$ cat src/pkg/pblp_pkg.sv
// Constants, types and helpers shared by the parallel bitstream load port.
package pblp_pkg;

    // ------------------------------------------------------------
    // Register map
    // ------------------------------------------------------------
    localparam int ADDR_W = 8;
    localparam logic [ADDR_W-1:0] OFS_CTRL = 8'h00;
    localparam logic [ADDR_W-1:0] OFS_LENGTH = 8'h04;
    localparam logic [ADDR_W-1:0] OFS_STATUS = 8'h08;
    localparam logic [ADDR_W-1:0] OFS_COUNT = 8'h0C;
    localparam logic [1:0] RESP_OKAY = 2'h0;
    localparam logic [1:0] RESP_SLVERR = 2'h2;
    localparam logic [31:0] LENGTH_RESET = 32'h0000_0001;

    // Bus width codes of the control register.
    localparam logic [1:0] BW_8 = 2'h0;
    localparam logic [1:0] BW_16 = 2'h1;
    localparam logic [31:0] MASK_8 = 32'h0000_00FF;
    localparam logic [31:0] MASK_16 = 32'h0000_FFFF;
    localparam logic [31:0] MASK_32 = 32'hFFFF_FFFF;

    // ------------------------------------------------------------
    // Timing
    // ------------------------------------------------------------
    localparam int CLK_NS = 20;
    localparam int T_REQ_TO_LOW_NS = 600;
    localparam int T_STATUS_MIN_US = 268;
    localparam int T_STATUS_MAX_US = 1506;
    localparam int T_INIT_MIN_US = 175;
    localparam int T_INIT_MAX_US = 437;
    localparam int USER_INIT_PERIODS = 8576;
    localparam int CU_LOAD_PERIODS = 4;
    localparam int LOAD_CLK_MAX_PERIOD_NS = 10;
    localparam int REQ_TO_LOW_CYC = T_REQ_TO_LOW_NS / CLK_NS;
    localparam int STATUS_MIN_CYC = (T_STATUS_MIN_US * 1000 + CLK_NS - 1) / CLK_NS;
    localparam int INIT_MIN_CYC = (T_INIT_MIN_US * 1000 + CLK_NS - 1) / CLK_NS;
    localparam int CU_CYC =
        (CU_LOAD_PERIODS * LOAD_CLK_MAX_PERIOD_NS + CLK_NS - 1) / CLK_NS;
    localparam int CNT_W = 17;
    // Synchroniser reset levels {load clock, request, status, user clock}.
    localparam logic [3:0] PIN_SYNC_RST = 4'h4;

    // Status register bit positions.
    localparam int ST_RATIO_LSB = 0;
    localparam int ST_BUSY_BIT = 4;
    localparam int ST_LOADING_BIT = 5;
    localparam int ST_DONE_BIT = 6;
    localparam int ST_USER_BIT = 7;

    // Clock-to-word ratios.
    localparam logic [3:0] RATIO_1 = 4'h1;
    localparam logic [3:0] RATIO_2 = 4'h2;
    localparam logic [3:0] RATIO_4 = 4'h4;
    localparam logic [3:0] RATIO_8 = 4'h8;

    // ------------------------------------------------------------
    // Types
    // ------------------------------------------------------------
    typedef struct packed {
        logic init_done_en;
        logic user_clk_opt;
        logic encrypt_en;
        logic decomp_en;
        logic [1:0] bus_width;
    } pblp_ctrl_t;

    typedef struct packed {
        logic valid;
        logic [31:0] data;
    } pblp_word_t;

    typedef enum logic [3:0] {
        ST_POR, ST_CFG_LOW, ST_STATUS_LOW, ST_EXT_HOLD, ST_LOAD,
        ST_TAIL, ST_DONE_WAIT, ST_INIT_WAIT, ST_INIT, ST_USER
    } pblp_state_t;

    function automatic logic [3:0] pblp_ratio(input pblp_ctrl_t c);
        logic [3:0] r;
        r = RATIO_1;
        if (c.bus_width == BW_8) begin
            r = c.decomp_en ? RATIO_2 : RATIO_1;
        end else if (c.bus_width == BW_16) begin
            r = c.decomp_en ? RATIO_4 : (c.encrypt_en ? RATIO_2 : RATIO_1);
        end else begin
            r = c.decomp_en ? RATIO_8 : (c.encrypt_en ? RATIO_4 : RATIO_1);
        end
        return r;
    endfunction

endpackage

$ cat src/hw/pblp_loader.sv
// Parallel bitstream load port with its register slave and status pins.
//
// Register access over AXI4-Lite and the register offsets were chosen for this implementation.
`timescale 1ns/1ps

// ------------------------------------------------------------
// Two-stage synchroniser
// ------------------------------------------------------------
module pblp_sync #(
    parameter int W = 1,
    parameter logic [W-1:0] RST = '0
) (
    input wire logic ref_clk, // system clock
    input wire logic resetn, // async reset, active low
    input wire logic [W-1:0] d, // asynchronous input
    output logic [W-1:0] q // synchronised output
);
    logic [W-1:0] meta_ff;
    always_ff @(posedge ref_clk or negedge resetn) begin
        if (!resetn) begin
            meta_ff <= RST;
            q <= RST;
        end else begin
            meta_ff <= d;
            q <= meta_ff;
        end
    end
endmodule

// Behaviour
// 8-bit bus: ratio 1 without decompression, 2 with it.
// 16-bit bus: ratio 1 plain, 2 encryption only, 4 with decompression.
// 32-bit bus: ratio 1 plain, 4 encryption only, 8 with decompression.
// Host clocks load clock at r times word rate, holding each word r cycles.
// Spare load-clock cycles of each word are spent decrypting and decompressing.
// Host keeps clocking r-1 cycles after the last word before stopping.
// 8-bit mode uses data 7..0, 16-bit mode uses data 15..0.
// User mode has request, status, done high; request low restarts configuration.
// Status line held low for the power-on delay after power-up.
// Done flag stays low from power-up through loading until completion.
// Host sends whole bitstream; done released only after all words arrive.
// Two load-clock falling edges after done start initialization.
// Load clock ignored after configuration; host keeps it driven.
// Init-done output driven low once its enabling option is loaded.
// Data lines become user I/O after configuration.
// Done and status go low within 600 ns of request falling.
// Host holds request low at least 2 us.
// Status held low between 268 and 1506 us unless extended outside.
// Status released within 1506 us of request rising unless held outside.
// Host waits 2 us after status rise, or 1506 us after request rise.
// Internal oscillator: user mode 175 to 437 us after done rises.
// User clock option: wait 4 load periods, then 8576 user-clock periods.
// Host may pause load clock low, presenting data before its next rise.
// A word is captured on a rising edge, the next after r cycles.
// Load clock and data are ignored until status is released.
module pblp_loader
    import pblp_pkg::*;
#(
    parameter int STATUS_CYC = STATUS_MIN_CYC,
    parameter int INIT_CYC = INIT_MIN_CYC,
    parameter int USER_PERIODS = USER_INIT_PERIODS
) (
    input wire logic ref_clk, // 50 MHz system clock
    input wire logic resetn, // async reset, active low
    input wire logic [ADDR_W-1:0] s_axi_awaddr, // write address
    input wire logic s_axi_awvalid, // write address valid
    output logic s_axi_awready, // write address ready
    input wire logic [31:0] s_axi_wdata, // write data
    input wire logic [3:0] s_axi_wstrb, // write byte enables
    input wire logic s_axi_wvalid, // write data valid
    output logic s_axi_wready, // write data ready
    output logic [1:0] s_axi_bresp, // write response
    output logic s_axi_bvalid, // write response valid
    input wire logic s_axi_bready, // write response ready
    input wire logic [ADDR_W-1:0] s_axi_araddr, // read address
    input wire logic s_axi_arvalid, // read address valid
    output logic s_axi_arready, // read address ready
    output logic [31:0] s_axi_rdata, // read data
    output logic [1:0] s_axi_rresp, // read response
    output logic s_axi_rvalid, // read data valid
    input wire logic s_axi_rready, // read data ready
    input wire logic load_clock, // host load clock pin
    input wire logic [31:0] load_data, // data pins
    input wire logic reconfig_request_n, // reconfiguration request pin
    input wire logic config_status_n_i, // status line level
    output logic config_status_n_o, // status line drive value
    output logic config_status_n_oe, // status line drive enable
    input wire logic load_done_flag_i, // done line level
    output logic load_done_flag_o, // done line drive value
    output logic load_done_flag_oe, // done line drive enable
    input wire logic user_init_clock, // optional initialization clock
    output logic init_done_n, // initialization done output
    output logic user_io_en, // data pins handed to user logic
    output pblp_word_t word_out // captured configuration word
);

    // ------------------------------------------------------------
    // Input synchronisers
    // ------------------------------------------------------------
    logic [3:0] pin_s;
    logic [31:0] data_s;
    // The request line idles high, so its flops reset high and no false request follows reset.
    pblp_sync #(.W(4), .RST(PIN_SYNC_RST)) u_sync_pins (
        .ref_clk(ref_clk),
        .resetn(resetn),
        .d({load_clock, reconfig_request_n, config_status_n_i, user_init_clock}),
        .q(pin_s)
    );
    pblp_sync #(.W(32)) u_sync_data (
        .ref_clk(ref_clk),
        .resetn(resetn),
        .d(load_data),
        .q(data_s)
    );

    wire lclk_s = pin_s[3];
    wire req_n_s = pin_s[2];
    wire stat_s = pin_s[1];
    wire uclk_s = pin_s[0];

    logic lclk_d_ff;
    logic uclk_d_ff;
    logic req_d_ff;
    always_ff @(posedge ref_clk or negedge resetn) begin
        if (!resetn) begin
            lclk_d_ff <= 1'b0;
            uclk_d_ff <= 1'b0;
            req_d_ff <= 1'b1;
        end else begin
            lclk_d_ff <= lclk_s;
            uclk_d_ff <= uclk_s;
            req_d_ff <= req_n_s;
        end
    end

    wire lclk_rise = lclk_s & ~lclk_d_ff;
    wire lclk_fall = ~lclk_s & lclk_d_ff;
    wire uclk_rise = uclk_s & ~uclk_d_ff;
    wire req_fall = req_d_ff & ~req_n_s;

    // ------------------------------------------------------------
    // Registers and bus slave
    // ------------------------------------------------------------
    pblp_ctrl_t ctrl_ff;
    logic [31:0] len_ff;
    logic [31:0] words_ff;
    logic [ADDR_W-1:0] waddr_ff;
    logic [31:0] wdata_ff;
    logic [3:0] wstrb_ff;
    pblp_state_t state_ff;
    pblp_state_t nxt_state;
    logic [3:0] phase_ff;

    wire [3:0] ratio = pblp_ratio(ctrl_ff);
    wire wr_go = !s_axi_awready && !s_axi_wready && !s_axi_bvalid;
    wire wr_ctrl = wr_go && (waddr_ff == OFS_CTRL);
    wire wr_len = wr_go && (waddr_ff == OFS_LENGTH);
    wire wr_hit = wr_ctrl || wr_len;
    wire rd_take = s_axi_arvalid && s_axi_arready;
    wire in_load = (state_ff == ST_LOAD) || (state_ff == ST_TAIL);
    wire cfg_done = (state_ff == ST_DONE_WAIT) || (state_ff == ST_INIT_WAIT)
                    || (state_ff == ST_INIT) || (state_ff == ST_USER);

    logic [31:0] status_word;
    always_comb begin
        status_word = '0;
        status_word[ST_RATIO_LSB +: 4] = ratio;
        status_word[ST_BUSY_BIT] = (phase_ff != 4'h0);
        status_word[ST_LOADING_BIT] = in_load;
        status_word[ST_DONE_BIT] = cfg_done;
        status_word[ST_USER_BIT] = (state_ff == ST_USER);
    end

    wire rd_ctrl = (s_axi_araddr == OFS_CTRL);
    wire rd_len = (s_axi_araddr == OFS_LENGTH);
    wire rd_stat = (s_axi_araddr == OFS_STATUS);
    wire rd_cnt = (s_axi_araddr == OFS_COUNT);
    wire rd_hit = rd_ctrl || rd_len || rd_stat || rd_cnt;
    wire [31:0] rd_mux = rd_ctrl ? {{(32 - $bits(pblp_ctrl_t)){1'b0}}, ctrl_ff}
                       : rd_len ? len_ff
                       : rd_stat ? status_word
                       : rd_cnt ? words_ff : 32'h0000_0000;

    // Byte lanes mask every byte of writes to both the control and length registers.
    wire [31:0] wmask = {{8{wstrb_ff[3]}}, {8{wstrb_ff[2]}},
                         {8{wstrb_ff[1]}}, {8{wstrb_ff[0]}}};

    always_ff @(posedge ref_clk or negedge resetn) begin
        if (!resetn) begin
            s_axi_awready <= 1'b1;
            s_axi_wready <= 1'b1;
            s_axi_bvalid <= 1'b0;
            s_axi_bresp <= RESP_OKAY;
            waddr_ff <= '0;
            wdata_ff <= '0;
            wstrb_ff <= '0;
        end else begin
            if (s_axi_awvalid && s_axi_awready) begin
                waddr_ff <= s_axi_awaddr;
                s_axi_awready <= 1'b0;
            end
            if (s_axi_wvalid && s_axi_wready) begin
                wdata_ff <= s_axi_wdata;
                wstrb_ff <= s_axi_wstrb;
                s_axi_wready <= 1'b0;
            end
            if (wr_go) begin
                s_axi_bvalid <= 1'b1;
                s_axi_bresp <= wr_hit ? RESP_OKAY : RESP_SLVERR;
            end
            if (s_axi_bvalid && s_axi_bready) begin
                s_axi_bvalid <= 1'b0;
                s_axi_awready <= 1'b1;
                s_axi_wready <= 1'b1;
            end
        end
    end

    always_ff @(posedge ref_clk or negedge resetn) begin
        if (!resetn) begin
            ctrl_ff <= '0;
            len_ff <= LENGTH_RESET;
        end else begin
            if (wr_ctrl) begin
                ctrl_ff <= pblp_ctrl_t'((wdata_ff & wmask) | (32'(ctrl_ff) & ~wmask));
            end
            if (wr_len) begin
                len_ff <= (wdata_ff & wmask) | (len_ff & ~wmask);
            end
        end
    end

    always_ff @(posedge ref_clk or negedge resetn) begin
        if (!resetn) begin
            s_axi_arready <= 1'b1;
            s_axi_rvalid <= 1'b0;
            s_axi_rdata <= '0;
            s_axi_rresp <= RESP_OKAY;
        end else if (rd_take) begin
            s_axi_arready <= 1'b0;
            s_axi_rvalid <= 1'b1;
            s_axi_rdata <= rd_mux;
            s_axi_rresp <= rd_hit ? RESP_OKAY : RESP_SLVERR;
        end else if (s_axi_rvalid && s_axi_rready) begin
            s_axi_rvalid <= 1'b0;
            s_axi_arready <= 1'b1;
        end
    end

    // ------------------------------------------------------------
    // Configuration sequence
    // ------------------------------------------------------------
    logic [CNT_W-1:0] cnt_ff;
    logic [1:0] fall_cnt_ff;
    logic opt_seen_ff;

    wire phase_last = (phase_ff == ratio - 4'h1);
    wire capture = (state_ff == ST_LOAD) && lclk_rise && (phase_ff == 4'h0);
    wire last_word = capture && ((words_ff + 32'h1) >= len_ff);
    wire status_cnt_end = (cnt_ff >= CNT_W'(STATUS_CYC - 1));
    wire init_end = ctrl_ff.user_clk_opt
                    ? (uclk_rise && (cnt_ff == CNT_W'(USER_PERIODS - 1)))
                    : (cnt_ff == CNT_W'(INIT_CYC - 1));

    always_comb begin
        nxt_state = state_ff;
        if (!req_n_s) begin
            nxt_state = ST_CFG_LOW;
        end else begin
            case (state_ff)
                ST_POR: if (status_cnt_end) nxt_state = ST_EXT_HOLD;
                ST_CFG_LOW: nxt_state = ST_STATUS_LOW;
                ST_STATUS_LOW: if (status_cnt_end) nxt_state = ST_EXT_HOLD;
                ST_EXT_HOLD: if (stat_s) nxt_state = ST_LOAD;
                ST_LOAD: begin
                    if (last_word) begin
                        nxt_state = (ratio == RATIO_1) ? ST_DONE_WAIT : ST_TAIL;
                    end
                end
                ST_TAIL: if (lclk_rise && phase_last) nxt_state = ST_DONE_WAIT;
                ST_DONE_WAIT: begin
                    if (lclk_fall && fall_cnt_ff == 2'h1) begin
                        nxt_state = ctrl_ff.user_clk_opt ? ST_INIT_WAIT : ST_INIT;
                    end
                end
                ST_INIT_WAIT: if (cnt_ff >= CNT_W'(CU_CYC - 1)) nxt_state = ST_INIT;
                ST_INIT: if (init_end) nxt_state = ST_USER;
                ST_USER: nxt_state = ST_USER;
                default: nxt_state = ST_POR;
            endcase
        end
    end

    // The counter keeps running from the request edge into the status hold.
    wire cnt_keep = (state_ff == ST_CFG_LOW) && (nxt_state == ST_STATUS_LOW);
    wire cnt_clr = (nxt_state != state_ff) && !cnt_keep;
    wire cnt_sat = (cnt_ff == {CNT_W{1'b1}});
    wire cnt_inc = !cnt_sat && ((state_ff != ST_INIT) || !ctrl_ff.user_clk_opt || uclk_rise);

    always_ff @(posedge ref_clk or negedge resetn) begin
        if (!resetn) begin
            state_ff <= ST_POR;
            cnt_ff <= '0;
        end else begin
            state_ff <= nxt_state;
            cnt_ff <= cnt_clr ? '0 : (cnt_inc ? cnt_ff + 1'b1 : cnt_ff);
        end
    end

    // Spare phases of each word period are the decrypt and inflate slots.
    always_ff @(posedge ref_clk or negedge resetn) begin
        if (!resetn) begin
            phase_ff <= 4'h0;
        end else if (!in_load) begin
            phase_ff <= 4'h0;
        end else if (lclk_rise) begin
            phase_ff <= phase_last ? 4'h0 : phase_ff + 4'h1;
        end
    end

    always_ff @(posedge ref_clk or negedge resetn) begin
        if (!resetn) begin
            words_ff <= '0;
            fall_cnt_ff <= '0;
            opt_seen_ff <= 1'b0;
        end else begin
            if (state_ff == ST_CFG_LOW) begin
                words_ff <= '0;
                opt_seen_ff <= 1'b0;
            end else if (capture) begin
                words_ff <= words_ff + 32'h1;
                opt_seen_ff <= opt_seen_ff | ctrl_ff.init_done_en;
            end
            if (state_ff != ST_DONE_WAIT) begin
                fall_cnt_ff <= '0;
            end else if (lclk_fall) begin
                fall_cnt_ff <= fall_cnt_ff + 2'h1;
            end
        end
    end

    // ------------------------------------------------------------
    // Pins and word output
    // ------------------------------------------------------------
    wire [31:0] width_mask = (ctrl_ff.bus_width == BW_8) ? MASK_8
                           : (ctrl_ff.bus_width == BW_16) ? MASK_16 : MASK_32;
    wire nxt_status_oe = (nxt_state == ST_POR) || (nxt_state == ST_CFG_LOW)
                         || (nxt_state == ST_STATUS_LOW);
    wire nxt_done_oe = !((nxt_state == ST_DONE_WAIT) || (nxt_state == ST_INIT_WAIT)
                       || (nxt_state == ST_INIT) || (nxt_state == ST_USER));

    always_ff @(posedge ref_clk or negedge resetn) begin
        if (!resetn) begin
            config_status_n_oe <= 1'b1;
            config_status_n_o <= 1'b0;
            load_done_flag_oe <= 1'b1;
            load_done_flag_o <= 1'b0;
            init_done_n <= 1'b1;
            user_io_en <= 1'b0;
            word_out <= '0;
        end else begin
            config_status_n_oe <= nxt_status_oe;
            config_status_n_o <= 1'b0;
            load_done_flag_oe <= nxt_done_oe;
            load_done_flag_o <= 1'b0;
            init_done_n <= !(opt_seen_ff && (nxt_state != ST_USER));
            user_io_en <= (nxt_state == ST_USER);
            word_out.valid <= capture;
            word_out.data <= capture ? (data_s & width_mask) : word_out.data;
        end
    end

    // ------------------------------------------------------------
    // Checks
    // ------------------------------------------------------------
    logic [CNT_W-1:0] low_cnt_ff;
    always_ff @(posedge ref_clk or negedge resetn) begin
        if (!resetn) begin
            low_cnt_ff <= '0;
        end else if (!config_status_n_oe) begin
            low_cnt_ff <= '0;
        end else if (low_cnt_ff != {CNT_W{1'b1}}) begin
            low_cnt_ff <= low_cnt_ff + 1'b1;
        end
    end
endmodule

$ cat config.mk
export PLATFORM = sky130hd
export DESIGN_NAME = pblp_loader
export DESIGN_NICKNAME = d
export VERILOG_FILES = /design/src/pkg/pblp_pkg.sv /design/src/hw/pblp_loader.sv
export SDC_FILE = /design/constraint.sdc
export NUM_CORES = 1
export LEC_CHECK = 0
export ABC_CLOCK_PERIOD_IN_PS = 5600
export CAP_MARGIN = 20
export CORE_AREA = 3 3 159 161
export CTS_CLUSTER_SIZE = 24
export DETAILED_ROUTE_END_ITERATION = 7
export DIE_AREA = 0 0 162 164
export DONT_BUFFER_PORTS = 1
export PLACE_DENSITY = 0.81
export SYNTH_ARGS = -nofsm -noshare
export SYNTH_HDL_FRONTEND = slang
export SYNTH_SLANG_ARGS = --single-unit
$ cat constraint.sdc
create_clock -name ref_clk -period 5.6 [get_ports ref_clk]
set_clock_uncertainty 0.1 [all_clocks]
set_input_delay 0.28 -clock ref_clk [delete_from_list [all_inputs] [get_ports ref_clk]]
set_output_delay 0.28 -clock ref_clk [all_outputs]
set_load 0.03 [all_outputs]
After elaboration in Yosys (flattened, before gate mapping)
Cells that the tools add are included.

cells by class
  add/subtract/negate cells = 5
  multipliers = 0
  div/mod/pow operators = 0
  $lt $le $gt $ge = 3
  equality and inequality tests = 31
  shifts and indexed selects = 0
  mux-type cells = 48
  bitwise gates (word level) = 14
  reductions and logical operators = 57

operator list
  kind                                                    number
  two-way mux 32 bit                                      8
  bitwise AND 32 bit                                      3
  two-way mux 4 bit                                       15
  case mux 4 bit (9 select lines)                         1
  == test 17 x 14 -> 1 bit (second input constant)        2
  two-way mux 17 bit                                      2
  adder 32 x 1 -> 32 bit (second input constant)          1
  >= comparator 32 bit                                    1
  inverter 32 bit                                         1
  bitwise OR 32 bit                                       1
  == test 4 x 3 -> 1 bit (second input constant)          6
  logical AND 1 bit                                       19
  adder 17 x 1 -> 17 bit (second input constant)          1
  == test 17 bit (second input constant)                  1
  >= comparator 17 x 1 -> 1 bit (second input constant)   1
  >= comparator 17 x 14 -> 1 bit (second input constant)  1
  == test 4 bit (second input constant)                   4
  == test 8 x 3 -> 1 bit (second input constant)          2
  == test 8 x 4 -> 1 bit (second input constant)          2
  zero test 8 bit                                         2
  logical OR 1 bit                                        15
  two-way mux 2 bit                                       7
  nonzero test 2 bit                                      7
  two-way mux 1 bit                                       13
  22 further kinds                                        42

word-level totals
  register bits after elaboration = 294
  bits in latches = 0
  memory bits (writable) = 0
  memory bits (read-only) = 0
  input bits = 96
  output and inout bits = 80
  memories = 0

Longest topological paths before layout
  word-level depth = 15
  depth in mapped cells = 20
  mapped depth without buffers = 17

Modules after synthesis
A second synthesis with hierarchy kept.

unflattened totals
  cells, all modules = 1205
  area, all modules = 13008.7 um^2

by module, submodules not included
  module                    times used  cells an instance  area an instance (um^2)  sequential area each (um^2)
  pblp_loader               1           1133               11204.5                  5514.0
  pblp_sync at u_sync_data  1           64                 1601.5                   1601.5
  pblp_sync at u_sync_pins  1           8                  202.7                    202.7

Least setup slack after synthesis
No wires, ideal clock.

  kind = reg2reg
  start = reg words_ff[0]
  end = reg cnt_ff[10]
  arrival = 4.186 ns
  data required time = 5.368 ns
  path slack = 1.182 ns
  cell stages (with the launch flop) = 19
  path buffers = 2
  path through = dfrtp_1 > and3_1 > and4_1 > clkbuf_1 > and3_1 > nand3_1 > nor2_1 > nand3_1 > xnor2_1 > ha_1 > nand4_1 > nor4_1 > nand2_1 > a41o_1 > a211o_1 > a21o_1 > mux2i_2 > buf_6 > a211oi_1

between the ends
  cells in the longest elaborated chain, start to end = 11
  elaborated cells on any way between the ends = 13

ends and longest elaborated chain
  element                                                   RTL line            text
  start, declared                                           pblp_loader.sv:146  logic [31:0] words_ff;
  start signal, assigned                                    pblp_loader.sv:331  words_ff <= words_ff + 32'h1;
  adder 32 x 1 -> 32 bit *                                  pblp_loader.sv:259  wire last_word = capture && ((words_ff + 32'h1) >= len_ff);
  >= comparator 32 bit *                                    pblp_loader.sv:259
  logical AND 1 bit *                                       pblp_loader.sv:259
  two-way mux 4 bit *                                       pblp_loader.sv:276  if (last_word) begin
  case mux 4 bit (9 select lines) *                         pblp_loader.sv:270  case (state_ff)
  two-way mux 4 bit *                                       pblp_loader.sv:267  if (!req_n_s) begin
  == test 4 x 2 -> 1 bit                                    pblp_loader.sv:295  wire cnt_keep = (state_ff == ST_CFG_LOW) && (nxt_state == ST_STATUS_LOW);
  logical AND 1 bit                                         pblp_loader.sv:295
  zero test 1 bit                                           pblp_loader.sv:296  wire cnt_clr = (nxt_state != state_ff) && !cnt_keep;
  logical AND 1 bit *                                       pblp_loader.sv:296
  two-way mux 17 bit or nonzero test 2 bit (tied branches)  n/a
  end signal, assigned                                      pblp_loader.sv:306  cnt_ff <= cnt_clr ? '0 : (cnt_inc ? cnt_ff + 1'b1 : cnt_ff);
  end, declared                                             pblp_loader.sv:253  logic [CNT_W-1:0] cnt_ff;

Every way passes the cells marked *; elsewhere a longest branch is shown, timed or not.
A chain may end at the register's enable or synchronous reset.

Worst setup path in the final report
  start = reg words_ff[0]
  end = reg cnt_ff[11]

Same word-level chain as after synthesis.

==> flow_summary.toml <==
[cts]
cts_sinks = 292
htree_levels = 1
cts_tree = "built"
clk_pin_slew_ns = 0.07
ctsHoldBuffers = 94
clockRootBuffer = "clkbuf_16"
cts_buffers = 30
cts_max_path_buffers = 3
clock_latency_ns = 0.55

[global_routing]
grt_usage_pct = 23.6
grt_pass1_wl_mm = 50.8
grt_overflow_total = 0
antenna_found_initial = 1
grt_max_degree = 293
grt_pass1_vias = 9777

[job]
cap_violations = 0

[hold_path]
min_path_type = "in -> async"

[die]
pin_count = 176
die_w_um = 162
design.die.area_um2 = 26600
start_util_pct = 54.7
die_h_um = 164
rows = 57
coreArea_um2 = 24100

[timing]
maxSlewViolCount = 0
min_period_over_period_pct = 90.8
rsz0062_at_grt = "no"
fmax_ghz = 0.197
hold_viol = 292
setup_viol = 0
worstMarginPinSlew_ns = 1.07
max-slew-margin-rel_pct = 28.4
timing.hold.ws_ns = -0.674
tns_ns = 0
period_needed_ns = 5.08

[synth]
yosysUniqueCellTypes = 71
async_reset_ff_share_pct = 100
ys_ff_latch = 292
synth_area_leaders = "dfrtp_1, mux2_2, nand2_1"
post_synth_instance_area_um2 = 13200
synth_top_area_share_pct = 53.7
syn_avg_cell_area_um2 = 10.8
yosysTopAreaCell = "dfrtp_1"
synth_ff_type = "dfrtp_1"
synth_cells = 1219
yosys_warnings = 0
ys_seq_area_share_pct = 55.5
synth_enable_flop_cells = 0

[setup_path]
startpoint_type = "register"
crit_type = "reg -> reg"
end_kind = "register"
slowest_stage = "dfrtp_1"
worstPathArrival_ns = 5.42
crit_path_max_fanout = 17
path_cells = "and3_1 > and4_1 > and3_1 > nand3_1 > nor2_1 > nand3_1 > xnor2_1 > ha_1 > nand4_1 > nor4_1 > nand2_1 > a41o_1 > a211o_1 > a21o_1 > mux2i_2 > buf_4 > a211oi_1"
cpPeakStageDelay_ns = 0.46
worstPathRequired_ns = 5.94

[power_and_ir_drop]
leakage_nw = 6.95
power_density_nw_per_um2 = 376
ir_worst_vdd_uv = 353

[placed_design]
port_buffers = 0
finalWeightedCongestion = 0.896
dpl.hpwl_mm = 20.1

[drt]
finalWirelength_mm = 31.2
routed_via_density = 5.79
drc = 0
first_pass_iters = 5
drtIter0Drc = 645
vias = 9493
antenna_left = 0
post_drt_wl_per_cell_um = 19.1

[run_status]
violations = "negative hold slack"
outcome = "complete, but fails checks"

[final_layout]
nets = 1427
area_delta_synth_final_pct = 16.8
regArea_um2 = 7320
multiInputGateArea_um2 = 5430
drive_gt1_share_pct = 13.0
nFillCells = 1843
layer usage:
| layer | part of all wire (%) | vias up | global-route usage (%) |
|---|---|---|---|
| met5 | 0 | - | 0 |
| met4 | 2.4 | 0 | 6.44 |
| met3 | 9.2 | 57 | 6.89 |
| met2 | 48 | 356 | 39.1 |
| met1 | 41 | 4675 | 30.6 |
| li1 | - | 4405 | - |
critical path, delay by kind of cell (launching register included):
kind            cells  cell delay [ns]
mux                 1             0.14
xor+xnor            1             0.17
flops               1             0.46
buf+inv             1             0.22
simple gates        9             2.42
compound gates      4             1.12
fa+ha+maj           1             0.32
final cells by class:
| type | count | share of cell area [%] |
|---|---|---|
| diodes | 1 | 0.0163 |
| clock buffers | 41 | 5.54 |
| clock inverters | 15 | 1.38 |
| inverters | 45 | 1.10 |
| multi-input cells | 818 | 35.3 |
| flip-flops and latches | 292 | 47.5 |
| well taps | 324 | 2.63 |
| repair buffers | 103 | 6.55 |
path summary, 6_finish.rpt:
kind | startpoint | to | slack, ns | cells after the start
worst max register to register | words_ff[0]$_DFFE_PN0P_ | cnt_ff[11]$_DFFE_PN0P_ | 0.52 | 17
worst min-delay path | resetn | u_sync_data.meta_ff[26]$_DFF_PN0_ | -0.67 | 0
max in group asynchronous | resetn | cnt_ff[0]$_DFFE_PN0P_ | 5.34 | 0
min in group ref_clk | s_axi_araddr[3] | s_axi_rdata[0]$_DFFE_PN0P_ | 0.01 | 4
worst min register to register | u_sync_pins.meta_ff[0]$_DFF_PN0_ | u_sync_pins.q[0]$_DFF_PN0_ | 0.25 | 0
worst max-delay path | words_ff[0]$_DFFE_PN0P_ | cnt_ff[11]$_DFFE_PN0P_ | 0.52 | 17
per-stage QoR:
stage               power, W  worst slack [ns]  instances  instance area (um^2)  util, %
CTS                  0.00582             0.450       1638                 15400     63.8
global route         0.00605            0.0899       1639                 15400     63.9
finish               0.00579             0.518       1639                 15400     63.9
detailed placement   0.00362             0.478       1488                 13400     55.5
floorplan            0.00339              1.18       1222                 13200        -
global placement     0.00358             0.749       1488                 13400     55.5
layout by cell type (no fill, tap or decap), drive strengths merged, types with 10 or more instances in the layout:
cell           n
a211oi        22
a21oi         33
a22oi         28
a31oi         10
and3          13
clkbuf        41
dfrtp        283
dlygate4sd3   94
ha            41
inv           45
mux2          82
mux2i         10
nand2        185
nand2b        10
nand3         62
nand4         12
nor2          54
nor2b         10
nor3          11
o21ai         79
o31ai         16
xnor2         24
xor2          24
cells by family after synthesis:
group                      share of synthesized area (%)
DFF                                                 55.5
other                                             0.0285
xor gates and xnor gates                            3.19
and+or+nand+nor                                     14.8
adders and majority gates                           3.89
muxes                                               7.79
AOI/OAI and AO/OA                                   11.2
buffers and inverters                               3.54
synthesized netlist by cell type, drive strengths merged, types with 22 or more instances:
cell / instances
a22oi: 28
o21ai: 79
dfrtp: 283
nor2: 54
xnor2: 24
a211oi: 22
ha: 41
inv: 45
clkbuf: 53
nand2: 185
mux2: 82
xor2: 24
nand3: 62
a21oi: 33
what timing repair did:
item / CTS / global route
endpoints found under the setup margin: 0 / 1
gates resized for setup: 0 / 1
setup buffers: 0 / 0
endpoints found under the hold margin: 384 / 292
power by group:
part / switching [W] / total [W] / leakage (nW) / internal [W]
logic: 0.000442 / 0.000887 / 2.69 / 0.000444
registers: 0.000363 / 0.00278 / 3.76 / 0.00242
clock network: 0.000831 / 0.00213 / 0.509 / 0.00130
(Power assumes the default switching activity.)
